### src/rtl/pot_cmd_defines.svh
// Purpose: Constants for the dual pot serial command decoder
// Assumes: Frames framed by chip select, bits taken on serial clock rising edge
// Notes: Header of definitions only
`ifndef POT_CMD_DEFINES_SVH
`define POT_CMD_DEFINES_SVH
`define TYPE_ID        4'h5
`define OP_STORE       4'hE
`define OP_LOAD        4'hD
`define OP_STEP        4'h2
`define OP_STATUS      4'h5
`define SEL_STATUS     4'h1
`define WIPER_RESET    8'h00
`define WRITE_TIME_US  10
`define WRITE_CYCLES   ((`WRITE_TIME_US * 1000) / 40)
`endif

### src/rtl/pot_cmd_pkg.sv
// Purpose: Types for the pot command decoder
// Assumes: Constants live in pot_cmd_defines.svh
// Notes: None
package pot_cmd_pkg;
	typedef enum logic [1:0] {
		ST_HEADER = 2'b00,
		ST_STEP   = 2'b01,
		ST_STATUS = 2'b10,
		ST_IGNORE = 2'b11
	} phase_t;
	typedef struct packed {
		logic       cs_n;
		logic       sck;
		logic       sdi;
	} serial_in_t;
endpackage : pot_cmd_pkg

### src/rtl/nv_write_timer.sv
// Purpose: Times the nonvolatile write cycle and raises busy
// Assumes: Start is a one-cycle pulse
// Notes: A new start during a write restarts the count
`timescale 1ns/1ps
`include "pot_cmd_defines.svh"
module nv_write_timer #(
	parameter int CYCLES = `WRITE_CYCLES
) (
	input  wire logic clock_i,   // System clock
	input  wire logic rst_n_i,   // Async reset, active low
	input  wire logic start_i,   // Begin write cycle
	output logic      busy_o     // Write in progress
);
	typedef struct packed {
		logic [31:0] count;
		logic        busy;
	} timer_t;
	timer_t state;
	timer_t next_state;

	// Count down while busy
	always_comb begin
		next_state = state;
		if (start_i) begin
			next_state.count = 32'(CYCLES);
			next_state.busy = 1'b1;
		end else if (state.busy) begin
			if (state.count <= 32'h00000001) begin
				next_state.busy = 1'b0;
				next_state.count = 32'h00000000;
			end else begin
				next_state.count = state.count - 32'h00000001;
			end
		end
	end

	// State register
	always_ff @(posedge clock_i or negedge rst_n_i) begin
		if (!rst_n_i) begin
			state <= '0;
		end else begin
			state <= next_state;
		end
	end

	assign busy_o = state.busy;
endmodule : nv_write_timer

### src/rtl/pot_cmd_decoder.sv
// Purpose: Serial command decoder for wiper transfer, step and status read
// Assumes: Chip select, serial clock and data synchronous to clock_i
// Notes: Read and write data register commands are outside this block
`timescale 1ns/1ps
`include "pot_cmd_defines.svh"
module pot_cmd_decoder #(
	parameter int WRITE_CYCLES = `WRITE_CYCLES,
	parameter int WIDTH        = 8
) (
	input  wire logic                     clock_i,       // System clock
	input  wire logic                     rst_n_i,       // Async reset, active low
	input  wire pot_cmd_pkg::serial_in_t  serial_i,      // Chip select, clock, data
	input  wire logic                     chip_address_high_i, // Strap A high
	input  wire logic                     chip_address_low_i,  // Strap A low
	output logic                          sdo_o,         // Serial data out
	output logic                          sdo_oe_o,      // Serial out drive enable
	output logic [WIDTH-1:0]              wiper_0_o,     // Pot 0 wiper position
	output logic [WIDTH-1:0]              wiper_1_o,     // Pot 1 wiper position
	output logic [7:0]                    device_status_o // Status byte
);
	import pot_cmd_pkg::*;

	typedef struct packed {
		phase_t           phase;
		logic             cs_d;
		logic             sck_d;
		logic [4:0]       bit_count;
		logic [15:0]      shift;
		logic             pot;
		logic [7:0]       status_shift;
		logic             sdo;
		logic             sdo_oe;
		logic [1:0][WIDTH-1:0] wiper;
		logic [1:0][3:0][WIDTH-1:0] setting;
		logic             start_write;
	} core_t;
	core_t state;
	core_t next_state;
	logic  write_in_progress_flag;

	wire cs_n = serial_i.cs_n;
	wire sck_rise = serial_i.sck && !state.sck_d;
	wire sck_fall = !serial_i.sck && state.sck_d;
	wire cs_fall = !cs_n && state.cs_d;
	wire cs_rise = cs_n && !state.cs_d;

	// Saturating one-tap step
	function automatic logic [WIDTH-1:0] step_tap(input logic [WIDTH-1:0] v, input logic up);
		if (up) begin
			step_tap = (&v) ? v : v + WIDTH'(1);
		end else begin
			step_tap = (v == '0) ? v : v - WIDTH'(1);
		end
	endfunction : step_tap

	// Frame decode and command execution
	always_comb begin
		logic [15:0] hdr;
		hdr = '0;
		next_state = state;
		next_state.cs_d = cs_n;
		next_state.sck_d = serial_i.sck;
		next_state.start_write = 1'b0;
		if (cs_fall) begin
			next_state.phase = ST_HEADER;
			next_state.bit_count = '0;
			next_state.sdo_oe = 1'b0;
		end else if (cs_n) begin
			next_state.sdo_oe = 1'b0;
		end else if (sck_rise) begin
			unique case (state.phase)
				ST_HEADER: begin
					hdr = {state.shift[14:0], serial_i.sdi};
					next_state.shift = hdr;
					next_state.bit_count = state.bit_count + 5'h01;
					if (state.bit_count == 5'h0F) begin
						next_state.phase = ST_IGNORE;
						next_state.pot = hdr[0];
						if (hdr[15:12] == `TYPE_ID && hdr[11:10] == 2'b00 &&
								hdr[9] == chip_address_high_i && hdr[8] == chip_address_low_i) begin
							if (hdr[7:4] == `OP_STEP && hdr[1] == 1'b0) begin
								next_state.phase = ST_STEP;
							end else if (hdr[7:4] == `OP_STATUS && hdr[3:0] == `SEL_STATUS) begin
								next_state.phase = ST_STATUS;
								next_state.status_shift = {7'h00, write_in_progress_flag};
								next_state.bit_count = '0;
							end
						end
					end
				end
				ST_STEP: begin
					next_state.wiper[state.pot] = step_tap(state.wiper[state.pot], serial_i.sdi);
				end
				ST_IGNORE: begin
					// Extra pulses past the header spoil a store or load
					next_state.bit_count = 5'h11;
				end
				ST_STATUS: begin
				end
			endcase
		end else if (sck_fall && state.phase == ST_STATUS) begin
			// Shift status out, most significant first
			if (state.bit_count < 5'h08) begin
				next_state.sdo = state.status_shift[7];
				next_state.sdo_oe = 1'b1;
				next_state.status_shift = {state.status_shift[6:0], 1'b0};
				next_state.bit_count = state.bit_count + 5'h01;
			end else begin
				next_state.sdo_oe = 1'b0;
			end
		end
		// Transfers complete at chip select rise
		if (cs_rise && state.phase == ST_IGNORE && state.bit_count == 5'h10 &&
				state.shift[15:12] == `TYPE_ID && state.shift[11:10] == 2'b00 &&
				state.shift[9] == chip_address_high_i && state.shift[8] == chip_address_low_i &&
				state.shift[1] == 1'b0) begin
			// Wiper into chosen setting, then write cycle
			if (state.shift[7:4] == `OP_STORE) begin
				next_state.setting[state.shift[0]][state.shift[3:2]] = state.wiper[state.shift[0]];
				next_state.start_write = 1'b1;
			end else if (state.shift[7:4] == `OP_LOAD) begin
				next_state.wiper[state.shift[0]] = state.setting[state.shift[0]][state.shift[3:2]];
			end
		end
	end

	// State register
	always_ff @(posedge clock_i or negedge rst_n_i) begin
		if (!rst_n_i) begin
			state <= '0;
			state.cs_d <= 1'b1;
		end else begin
			state <= next_state;
		end
	end

	// Nonvolatile write timer
	nv_write_timer #(.CYCLES(WRITE_CYCLES)) u_timer (
		.clock_i (clock_i),
		.rst_n_i (rst_n_i),
		.start_i (state.start_write),
		.busy_o  (write_in_progress_flag)
	);

	assign sdo_o = state.sdo;
	assign sdo_oe_o = state.sdo_oe;
	assign wiper_0_o = state.wiper[0];
	assign wiper_1_o = state.wiper[1];
	assign device_status_o = {7'h00, write_in_progress_flag};
endmodule : pot_cmd_decoder

### config.mk
export PLATFORM = sky130hd
export DESIGN_NAME = pot_cmd_decoder
export DESIGN_NICKNAME = d
export VERILOG_FILES = /design/src/rtl/pot_cmd_pkg.sv /design/src/rtl/nv_write_timer.sv /design/src/rtl/pot_cmd_decoder.sv
export VERILOG_INCLUDE_DIRS = /design/src /design/src/rtl
export SDC_FILE = /design/constraint.sdc
export NUM_CORES = 1
export LEC_CHECK = 0
export BUFFER_PORTS_ARGS = -buffer_cell sky130_fd_sc_hd__buf_2
export CELL_PAD_IN_SITES_DETAIL_PLACEMENT = 2
export CELL_PAD_IN_SITES_GLOBAL_PLACEMENT = 2
export CORE_AREA = 2 2 149 151
export DETAILED_ROUTE_END_ITERATION = 8
export DIE_AREA = 0 0 151 153
export PLACE_DENSITY = 0.79
export SKIP_LAST_GASP = 1
export SLEW_MARGIN = 20
export SYNTH_ARGS = -nofsm -noshare
export SYNTH_HDL_FRONTEND = slang
export SYNTH_SLANG_ARGS = --single-unit
### constraint.sdc
create_clock -name clock_i -period 4.3 [get_ports clock_i]
set_input_delay 0 -clock clock_i [delete_from_list [all_inputs] [get_ports clock_i]]
set_output_delay 0 -clock clock_i [all_outputs]
set_load 0.01 [all_outputs]
[Word-level counts from Yosys, hierarchy flattened]
Cells that the tools add are included.
Word-level totals
  output and inout port bits: 26
  word-level logic and storage cells: 178
  input port bits: 7
  bits in registers: 150
Cells by class
  eq/ne operators: 24
  reduce and logical (&&, ||, !) cells: 46
  order comparisons: 8
  add/subtract/negate cells: 4
  bitwise operators: 5
  mux-type cells: 69
Operators by type and width (number)
  $mux W8: 19
  $mux W32: 4
  $mux W16: 6
  $mux W81: 1
  $mux W33: 2
  $mux W65: 1
  $bwmux W64: 1
  $mux W5: 8
  $bwmux W16: 2
  $demux W32 S1: 1
  $le A32 B1 Y1 const B: 1
  $sub A32 B1 Y32 const B: 1
  $mux W31: 1
  $mux W25: 1
  $logic_and A1 B1 Y1: 20
  $mux W9: 2
  $mux W17: 1
  $bmux W8 S2: 1
  $demux W8 S1: 2
  $demux W8 S2: 1
  $mux W2: 8
  $eq A4 B3 Y1 const B: 3
  $reduce_and A4 Y1: 3
  $reduce_bool A2 Y1: 6
  32 further kinds: 60

[Depth between registers and ports, before layout]
Gate-level depths: netlist of run 1.
  depth in word-level cells: 18
  mapped depth: 11

[Modules after synthesis]
Synthesis of run 1 repeated with hierarchy kept, for this count alone.
Second synthesis, totals
  cells, all modules: 863
  area, all modules: 8275.4 sq um
By module, submodules not included
  pot_cmd_decoder: cells each 657, area an instance 6336.1 sq um, instances 1, sequential area each 2929.1 sq um
  nv_write_timer: cells each 206, area an instance 1939.4 sq um, instances 1, sequential area each 825.8 sq um

[Worst setup path before layout of run 1]
No wires, ideal clock.
  path kind: register to register
  start: reg state[91] (netlist bit)
  end: reg state (netlist bit wiper_0_o[0])
  period minus slack after synthesis: 3.011 ns
  cell stages (with the launch flop): 12
  setup slack: 1.289 ns
  setup time: 0.082 ns
  buffers on the path: 3
  data arrival time: 2.929 ns
  required time: 4.218 ns
  cells stage by stage: dfrtp_1 clkbuf_1 clkbuf_1 buf_1 mux2i_1 inv_1 ha_1 nand4b_1 a21oi_1 and3_1 or4_1 a31oi_1
RTL lines
  start, declared: line pot_cmd_decoder.sv:37  | core_t state;
  start signal, assigned: line pot_cmd_decoder.sv:133  | state <= next_state;

==> results of run 1 <==
final cells by class:
type,count,area [sq um]
Fill cell,2225,12130
Clock buffer,19,452.9
Sequential cell,150,3755
Timing Repair Buffer,41,259.0
Tap cell,280,350.3
Multi-Input combinational cell,580,4334
Inverter,25,93.84
Clock inverter,13,113.9
metrics by stage:
step / cell area, sq um / power [mW] / hold WS (ns) / util (%)
2_1_floorplan: 8506 / 1.632 / -0.2956 / -
3_3_place_gp: 8762 / 1.729 / -0.01227 / 40.78
3_5_place_dp: 8762 / 1.742 / -0.01091 / 40.78
4_1_cts: 9359 / 3.215 / 0.09761 / 43.56
5_1_grt: 9359 / 3.311 / 0.1146 / 43.56
6_report: 9359 / 3.202 / 0.06139 / 43.56
critical path: stages (launching register included):
cell	delay (ns)
dfrtp_1	0.45
ha_1	0.29
nor4bb_1	0.31
nand3_1	0.24
nor4_1	0.85
nand2_1	0.61
mux2_2	0.47
synth_stat cells, drive strengths merged (16+ instances only):
master  number
dfrtp      149
clkbuf      35
nand4       18
o21ai       34
buf         27
inv         23
nand3       21
a31oi       18
nor4        16
a21oi       16
mux2       104
nor2        43
nor3        19
nand2       56
layer usage:
| metal | part of all wire (%) | up-vias | GRT usage, % |
|---|---|---|---|
| met5 | 0 | - | 0 |
| met4 | 2.9 | 0 | 10.41 |
| met3 | 3.1 | 73 | 3.821 |
| met2 | 50 | 180 | 42.55 |
| met1 | 44 | 3624 | 32.70 |
| li1 | - | 3060 | - |
final timing paths:
| check | start | to | slack [ns] | cells after the start |
|---|---|---|---|---|
| setup / recovery | state[115] | flip-flop | 0.95 | 6 |
| hold / removal | rst_n_i | u_timer.state[24] | 0.06 | 2 |
| setup reg to reg | state[115] | flip-flop | 0.95 | 6 |
| hold reg to reg | u_timer.state[12] | u_timer.state[12] | 0.49 | 1 |
| max in group asynchronous | rst_n_i | async pin | 2.99 | 3 |
| min in group clock_i | serial_i[0] | wiper_1_o[5] | 0.20 | 3 |
power groups by stage:
stage	logic (mW)	registers [mW]	clock network [mW]
3_3_place_gp	0.251	1.48	0
5_1_grt	0.291	1.46	1.56
4_1_cts	0.269	1.46	1.49
3_5_place_dp	0.260	1.48	0
6_report	0.270	1.46	1.47
2_1_floorplan	0.163	1.47	0
kinds of logic after synthesis:
| family | synth area share, % |
|---|---|
| AOI/OAI and AO/OA | 13.51 |
| muxes | 16.70 |
| adders and majority gates | 1.770 |
| buffers and inverters | 4.912 |
| other | 0.04421 |
| and+or+nand+nor | 17.77 |
| DFF | 44.26 |
| xor gates and xnor gates | 1.032 |
what timing repair did:
item / CTS / global route
hold buffers: 3 / 0
buffers inserted: 0 / 0
endpoints found under the hold margin: 51 / 0
==> summary.txt, run 1 <==
Run status
  – Status: complete, no violations

Cells and area
  – ANT cells: 0
  – Share of cells above drive strength 1: a little under a quarter
  – Most common cell after layout, fill and taps aside: dfrtp_1
  – Most frequent cells in the layout: dfrtp_1 (149), mux2_2 (104), nand2_1 (56), nor2_1 (43), o21ai_0 (32)
  – Nets: around 830
  – Post-route insts no fill: 1108
  – Synthesis-to-finish area growth: 10.32%

Routing
  – DRC errors left: 0
  – Vias: 6937
  – Detailed Route WL: 28.11 mm
  – Initial drt markers: just under 500
  – ANT nets after route: 0
  – DR WL/cell: 25.37 microns
  – 1st-pass router iterations: 5
  – Routed vias/inst: about 6.3

Worst setup path
  – Worst EP arrival: 3.67 ns
  – Setup Crit Path Kind: flip-flop to flip-flop
  – Critical path fanouts, max: 8
  – Worst Path Required: 4.62 ns
  – Crit. End Element: flip-flop
  – Crit path launch type: flip-flop

Synthesis
  – Syn_area_per_cell: 10.46 sq um
  – Ys async rst share: between 90% and 100%
  – Synth Instances: 811
  – EDFF count, synth: 0
  – Sequential-to-total area share from yosys stat: 44.26%
  – Post-synthesis cell type count: between 70 and 80
  – Largest area contributor in the netlist: dfrtp_1
  – Synth top area cells: dfrtp_1 (44%), mux2_2 (14%), nand2_1 (2.5%), buf_4 (2.1%), nor2_1 (1.9%)
  – Dominant synthesized flop cell: dfrtp_1
  – Synth Register Bits: 150
  – Share of Yosys cell area claimed by the top area cell type: 43.95%
  – Ys Warns: 0
  – Post-Synthesis Cell Area: 8483 sq um

Global route
  – GRT overflow: 0
  – Global-route wire length before repair: 45.19 mm
  – Tot GR Track Use: 25.39%
  – Pin count of the biggest net entering global routing: 60
  – Initial antenna violation count: 0
  – Vias in the first global route: 7776

Floorplan
  – Starting density of the core: 39.48%
  – Core area: 21490 sq um
  – DIE WIDTH: 151 microns
  – DIE AREA: 23100 sq um
  – I/O pin count: 33
  – # rows: 54
  – Die height: between 150 and 200 microns

Pwr
  – Net switching power: 0.9062 mW
  – Logic gate share of total power: 8.4%
  – Clk pwr share: 46.0%
  – Max IR drop VDD: 0.0002498 V
  – Static leakage: 4.233 nW
  – Int Power: 2.296 mW
  – Sw frac: 28.30%
  – PD cells: ~340 nW/um^2
  – Sequential power share: 45.5%

STA
  – Max Slew Vio Count: 0
  – Setup ws final: 0.9492 ns
  – Clk_skew: 0.01202 ns
  – RSZ-0062 raised after global routing: false
  – Period utilization: 77.92%
  – Sum Neg Setup Slack: 0 ns
  – F_max: 0.2984 GHz
  – Worst slew pin tran: around 1.1 ns
  – Final Hold Fails: 0
  – Final Setup Violations: 0
  – Final min period: 3.351 ns
  – Max_slew headroom: a little over a quarter

Place
  – Port bufs: 25
  – Placer Congestion: 0.8140
  – Post-detail-place hpwl: roughly 19 mm
  – Placement Setup Slack: roughly 1.3 ns
  – Post-Place Cells: 1073

Clocking
  – Sink Count: 150
  – Reg clk slew, reported paths: 0.07 ns
  – CTS tree: yes
  – Clock Tree Root: clkbuf_16
  – CTS H-Tree Depth: 4
  – PostCTS Resize Cnt: 0
  – CTS max path bufs: 2
  – Total CTS buffers: 17
  – Clock Latency Late Sink: 0.45 ns

Run
  – Max-cap viol count: 0

Min path
  – Worst min-delay path class: input port to async pin
No activity file was read; power rests on OpenSTA's default activity.
==> run 2, diff against run 1 <==
- CORE_AREA: 2 2 149 151 -> 2 2 153 155
- DIE_AREA: 0 0 151 153 -> 0 0 155 157
- PLACE_DENSITY: 0.79 -> 0.78
- clock period: 4.3 -> 2.9 ns (I/O delays scaled with it)
==> run 2 against run 1 <==
First-iteration DRC count fell by 29%. Global-route usage fell by 0.85 points. Sequential power rose by 47%. Register-to-register slack got worse by 0.78 ns.
==> summary.txt, run 2 (synthesis results as in run 1) <==
Routing
  – Detailed Route WL: 28.53 mm (+1.5%)
  – 1st-pass router iterations: 4 (-1)
  – ANT nets after route: 0 (unchanged)
  – DR WL/cell: 24.98 microns (-1.5%)
  – Vias: 6943 (+0.086%)
  – Routed vias/inst: 6.080 (-2.9%)
  – DRC errors left: 0 (unchanged)
  – Initial drt markers: 347 (-29%)

STA
  – Max Slew Vio Count: 0 (unchanged)
  – Final min period: 2.728 ns (-0.6226 ns)
  – RSZ-0062 raised after global routing: false
  – F_max: 0.3665 GHz (+23%)
  – Max_slew headroom: 43.24% (+17 points)
  – Worst slew pin tran: 0.8396 ns (-0.2531 ns)
  – Final Hold Fails: 0 (unchanged)
  – Clk_skew: 0.02009 ns (+0.008063 ns)
  – Period utilization: 94.07% (+16 points)
  – Sum Neg Setup Slack: 0 ns (unchanged)
  – Final Setup Violations: 0 (unchanged)

Cells and area
  – Nets: 863 (+3.5%)
  – Most common cell after layout, fill and taps aside: dfrtp_1
  – Final design utilization: 42.82% (-0.74 points)
  – Synthesis-to-finish area growth: 13.58%
  – Most frequent cells in the layout: dfrtp_1 (149), mux2_2 (104), nand2_1 (56), nor2_1 (43), buf_4 (41)
  – ANT cells: 0 (unchanged)
  – Share of cells above drive strength 1: 26.49% (+2.7 points)

Global route
  – Pin count of the biggest net entering global routing: 111 (+85%)
  – Global-route wire length before repair: 46.06 mm (+1.9%)
  – Initial antenna violation count: 0 (unchanged)
  – Tot GR Track Use: 24.54% (-0.85 points)
  – Vias in the first global route: 7831 (+0.71%)
  – GRT overflow: 0 (unchanged)

Place
  – Port bufs: 25 (unchanged)
  – Placer Congestion: 0.8443 (+3.7%)
  – Post-detail-place hpwl: 18.72 mm (+0.47%)

Pwr
  – Logic gate share of total power: 8.9% (+0.5 points)
  – Int Power: 3.418 mW (+49%)
  – Max IR drop VDD: 0.0004328 V (+73%)
  – Clk pwr share: 46.6% (+0.6 points)
  – Sequential power share: 44.4% (-1.1 points)
  – Tot Pwr: 4.849 mW (+51%)
  – Static leakage: 4.392 nW (+3.7%)
  – Sw frac: 29.50% (+1.2 points)
  – Net switching power: 1.431 mW (+58%)
  – PD cells: 503.2 nW/um^2 (+47%)

Worst setup path
  – Worst EP arrival: 3.06 ns (-0.61 ns)
  – CP bufs+invs: 0 (unchanged)
  – Critical Path, Cell by Cell: ha_1 > nor4bb_1 > nand3_1 > nor4_1 > nand2_1 > mux2_2
  – Crit path launch type: flip-flop
  – Worst reg2reg path depth: 6 (unchanged)
  – CP max-delay cell: nor4_1
  – Setup Crit Path Kind: flip-flop to flip-flop
  – Top delay family on crit path: simple AND/OR/NAND/NOR gates
  – Reg2reg setup slack: 0.17 ns (-0.78 ns)
  – Critical path fanouts, max: 8 (unchanged)
  – Worst Path Required: 3.23 ns (-1.39 ns)
  – Crit. End Element: flip-flop
  – Slowest Stage Delay on Critical Path: 0.51 ns (-0.34 ns)
  – Worst r2r src: state[115]

Floorplan
  – # rows: 55 (+1.9%)
  – DIE AREA: 24340 sq um (+5.3%)
  – I/O pin count: 33 (unchanged)
  – DIE WIDTH: 155 microns (+2.6%)
  – Core area: 22500 sq um (+4.7%)
  – Die height: 157 microns (+2.6%)
  – Starting density of the core: 37.70% (-1.8 points)

Run status
  – Status: complete, no violations

Clocking
  – Total CTS buffers: 17 (unchanged)
  – CTS max path bufs: 2 (unchanged)
  – Clock Latency Late Sink: 0.45 ns (about the same)
  – Reg clk slew, reported paths: 0.07 ns (about the same)
  – CTS H-Tree Depth: 4 (unchanged)
  – Clock Tree Root: clkbuf_16
  – Sink Count: 150 (unchanged)
  – Postcts setup bufs: 0 (unchanged)
  – CTS tree: yes

Min path
  – Worst min-delay path class: input port to async pin

Run
  – Max-cap viol count: 0 (unchanged)
## run 2: changes by cell type in the layout (fill, tap and decap cells not counted), moves of 2 or more
cell | before | now
buf_4 | 13 | 41
clkinv_8 | 0 | 5
clkinv_4 | 5 | 1
clkbuf_8 | 2 | 0
inv_8 | 2 | 4
## run 2: power groups by stage
| stage | Clock [mW] | Combinational, mW | Sequential (mW) |
|---|---|---|---|
| 6_report | 2.26 | 0.433 | 2.15 |
| 5_1_grt | 2.37 | 0.469 | 2.16 |
| 4_1_cts | 2.29 | 0.432 | 2.15 |
| 3_5_place_dp | 0 | 0.413 | 2.19 |
| 3_3_place_gp | 0 | 0.394 | 2.19 |
| 2_1_floorplan | 0 | 0.241 | 2.18 |
## run 2: metal layers
metal | GRT usage, % | vias up | share of wire (%)
met3 | 4.488 | 67 | 3.2
met4 | 10.14 | 0 | 2.8
li1 | - | 3096 | -
met5 | 0 | - | 0
met1 | 30.32 | 3621 | 43
met2 | 42.39 | 159 | 51
## run 2: layout make-up
class / instances / area (sq um)
fill: 2351 / 12870
multi-input combinational: 580 / 4338
sequential: 150 / 3755
timing repair buffer: 70 / 489.2
clock buffer: 17 / 425.4
tap: 285 / 356.6
clock inverter: 15 / 177.7
inverter: 25 / 93.84
## run 2: worst register-to-register path, delay by kind of cell, from the launching register on
family                     cells  cell delay (ns)
and+or+nand+nor                4             1.47
muxes                          1             0.42
adders and majority gates      1             0.28
DFF                            1             0.44
## run 2: repair_timing
item / CTS / global route
setup endpoints to repair: 0 / 4
endpoints found under the hold margin: 43 / 0
resized for setup: 0 / 2
hold buffers: 3 / 0
## run 2: per-stage QoR
stage                     instances  setup slack [ns]  hold slack (ns)  instance area [sq um]
after floorplan                 817           0.01013          -0.2956                   8507
after global placement         1107            0.2574         -0.04764                   8999
after global routing           1142           0.02380          0.07298                   9635
after CTS                      1142            0.1354          0.04442                   9632
final                          1142            0.1718          0.03737                   9635
after detailed placement       1107            0.2048         -0.04816                   8999
## run 2: worst max path at each step
stage                 startpoint                 to  slack (ns)  depth (start not counted)
2_1_floorplan          state[91]       wiper_0_o[0]        0.01                         11
3_3_place_gp   u_timer.state[10]  u_timer.state[29]        0.26                          5
3_5_place_dp           state[91]       wiper_0_o[3]        0.20                          8
4_1_cts               state[115]          flip-flop        0.14                          6
5_1_grt               state[115]          flip-flop        0.02                          6
6_report              state[115]          flip-flop        0.17                          6
==> run 3, diff against run 2 <==
- CORE_AREA: 2 2 153 155 -> 2 2 155 157
- DIE_AREA: 0 0 155 157 -> 0 0 157 159
- PLACE_DENSITY: 0.78 -> 0.77
- SYNTH_HIERARCHICAL: unset -> 1
==> run 3 against run 2 <==
Global-route usage decreased by 2.9 points. Clock skew decreased by 0.0068 ns. Largest power group is now sequential cells. Hold slack improved by 0.048 ns. Combinational power increased to 3.1 times the previous value. Wire length decreased by 9.5%. Final cell count increased by 6.8%. Worst setup slack improved by 0.15 ns. Highest routed layer unchanged. Critical path type unchanged.
==> summary.txt, run 3 <==
Global route
  – GRT busiest layer: met2
  – Initial antenna violation count: 0 (unchanged)
  – Tot GR Track Use: 21.65% (-2.9 points)
  – Vias in the first global route: 7573 (-3.3%)
  – Met2 Use GR: 36.08% (-6.3 points)
  – Grt met1 use: 29.18% (-1.1 points)
  – Pin count of the biggest net entering global routing: 68 (-39%)
  – Global-route wire length before repair: 42.77 mm (-7.1%)
  – Met3 Usage GRT: 4.028% (-0.46 points)
  – GRT overflow: 0 (unchanged)

Cells and area
  – Most common cell after layout, fill and taps aside: dfrtp_1
  – Area of the multi-input gates: 4073 sq um (-6.1%)
  – ANT cells: 0 (unchanged)
  – Register area: 3756 sq um (about the same)
  – Synthesis-to-finish area growth: 13.11%
  – FILL cells: 2492 (+6.0%)
  – Nets: 908 (+5.2%)
  – Share of cells above drive strength 1: 16.32% (-10 points)
  – Most frequent cells in the layout: dfrtp_1 (148), nand2_1 (108), o21ai_0 (92), buf_4 (39), nand3_1 (34)

Clocking
  – PostCTS Resize Cnt: 0 (unchanged)
  – CTS tree: yes
  – Total CTS buffers: 17 (unchanged)
  – Reg clk slew, reported paths: 0.07 ns (about the same)
  – Clock Tree Root: clkbuf_16
  – Sink Count: 150 (unchanged)
  – CTS H-Tree Depth: 4 (unchanged)
  – CTS max path bufs: 2 (unchanged)
  – Clock Latency Late Sink: 0.43 ns (-0.02 ns)

Pwr
  – PD cells: 619.6 nW/um^2 (+23%)
  – Max IR drop VDD: 0.0003905 V (-9.8%)
  – Static leakage: 4.081 nW (-7.1%)

Place
  – Placement Setup Slack: 0.3456 ns (+0.1408 ns)
  – Placer Congestion: 0.8487 (+0.52%)
  – Post-detail-place hpwl: 17.46 mm (-6.7%)
  – Port bufs: 25 (unchanged)

STA
  – Final min period: 2.582 ns (-0.1458 ns)
  – Max_slew headroom: 35.46% (-7.8 points)
  – Final Setup Violations: 0 (unchanged)
  – RSZ-0062 raised after global routing: false
  – Period utilization: 89.05% (-5.0 points)
  – Setup ws final: 0.3177 ns (+0.1458 ns)
  – Worst slew pin tran: 0.9598 ns (+0.1203 ns)
  – Clk_skew: 0.01331 ns (-0.006776 ns)
  – Sum Neg Setup Slack: 0 ns (unchanged)
  – Max Slew Vio Count: 0 (unchanged)
  – Final Hold Fails: 0 (unchanged)
  – F_max: 0.3872 GHz (+5.6%)

Synthesis
  – Post-synthesis cell type count: 80 (+11%)
  – Syn_area_per_cell: 9.589 sq um (-8.3%)
  – Dominant synthesized flop cell: dfrtp_1
  – Synth Instances: 863 (+6.4%)
  – Most common library cells after synthesis: dfrtp_1 (149), nand2_1 (108), o21ai_0 (92), nand3_1 (34), nor2_1 (33)
  – Ys Warns: 6 (+6)
  – Share of Yosys cell area claimed by the top area cell type: 45.06% (+1.1 points)
  – Most frequent cell after synthesis: dfrtp_1
  – Largest area contributor in the netlist: dfrtp_1
  – Post-Synthesis Cell Area: 8275 sq um (-2.4%)
  – Sequential-to-total area share from yosys stat: 45.37% (+1.1 points)
  – EDFF count, synth: 0 (unchanged)
  – Synth Register Bits: 150 (unchanged)
  – Synth top area cells: dfrtp_1 (45%), o21ai_0 (5.6%), nand2_1 (4.9%), mux2i_1 (3.5%), mux2_2 (3.4%)
  – Ys async rst share: 100.0% (unchanged)

Floorplan
  – I/O pin count: 33 (unchanged)
  – Die height: 159 microns (+1.3%)
  – Starting density of the core: 35.68% (-2.0 points)
  – DIE AREA: 24960 sq um (+2.6%)
  – # rows: 56 (+1.8%)
  – DIE WIDTH: 157 microns (+1.3%)
  – Core area: 23190 sq um (+3.1%)

Routing
  – Routed vias/inst: 5.656 (-7.0%)
  – Vias: 6900 (-0.62%)
  – Detailed Route WL: 25.83 mm (-9.5%)
  – DR WL/cell: 21.17 microns (-15%)
  – DRC errors left: 0 (unchanged)
  – ANT nets after route: 0 (unchanged)
  – 1st-pass router iterations: 4 (unchanged)
  – Initial drt markers: 266 (-23%)

Worst setup path
  – Critical path fanouts, max: 23 (+15)
  – Crit. End Element: flip-flop
  – Crit path launch type: flip-flop
  – CP startpoint: state[91]
  – Worst EP arrival: 2.90 ns (-0.16 ns)
  – Setup Crit Path Kind: flip-flop to flip-flop
  – Worst Path Required: 3.21 ns (-0.02 ns)
  – Worst r2r src: state[91]

Min path
  – Worst min-delay path class: input port to flip-flop
  – Hold Startpoint: chip_address_high_i

Run
  – Max-cap viol count: 0 (unchanged)

Run status
  – Status: complete, no violations
[run 3: final timing paths]
kind / to / slack [ns] / cells past startpoint
hold reg to reg: flip-flop / 0.48 / 2
max in group asynchronous: state[115] / 1.87 / 3
hold / removal: state[0] / 0.09 / 4
setup / recovery: wiper_0_o[6] / 0.32 / 7
min in group asynchronous: state[108] / 0.16 / 2
setup reg to reg: wiper_0_o[6] / 0.32 / 7
[run 3: kinds of logic (layout without fill, tap and decap cells)]
logic type / count (synthesis) / count (layout) / share of synthesized area, %
multiplexers: 56 / 56 / 7.454
other: 1 / 7 / 0.04531
adder cells (fa/ha/maj): 12 / 12 / 1.814
AND/OR/NAND/NOR: 310 / 310 / 20.17
flip-flops: 150 / 150 / 45.37
AO/OA/AOI/OAI: 234 / 234 / 18.05
buffers and inverters: 88 / 120 / 5.821
XOR/XNOR: 12 / 12 / 1.270
[run 3: repair_timing]
action                     in CTS  in global routing
hold endpoints to repair       69                  0
hold buffers                    3                  0
setup buffers                   0                  2
setup endpoints to repair       0                 13
[run 3: routing by layer]
layer | share of wire [%] | vias up
li1 | - | 3202
met4 | 0.97 | 0
met1 | 47 | 3597
met2 | 49 | 78
met3 | 2.7 | 23
met5 | 0 | -
[run 3: through the flow]
step	total power, mW	util [%]	hold WS, ns	cells	cell area (sq um)
after global routing	6.084	40.36	0.1241	1220	9360
final	5.799	40.36	0.08517	1220	9360
after CTS	5.875	40.29	0.06738	1218	9345
after global placement	3.639	37.74	0.06958	1184	8752
after detailed placement	3.665	37.74	0.07254	1184	8752
after floorplan	3.157	-	-0.2956	869	8298
[run 3: critical path, cell delays in order, from the launching register on]
cell      delay [ns]
dfrtp_1         0.43
buf_4           0.30
nor4b_1         0.46
o21ai_0         0.29
o21a_1          0.34
a211oi_2        0.25
nor2_1          0.08
a311o_1         0.32
[run 3: layout make-up]
type                       count  share of cell area [%]
tap                          319                   4.264
sequential                   150                   40.13
multi-input combinational    631                   43.51
clock inverter                13                   1.323
timing repair buffer          69                   5.280
clock buffer                  18                   4.692
inverter                      20                  0.8020
[run 3: power by group]
| group | internal (mW) | switching, mW | leakage (nW) |
|---|---|---|---|
| clock | 1.21 | 0.954 | 0.269 |
| combinational | 0.501 | 0.863 | 1.74 |
| sequential | 2.17 | 0.104 | 2.08 |
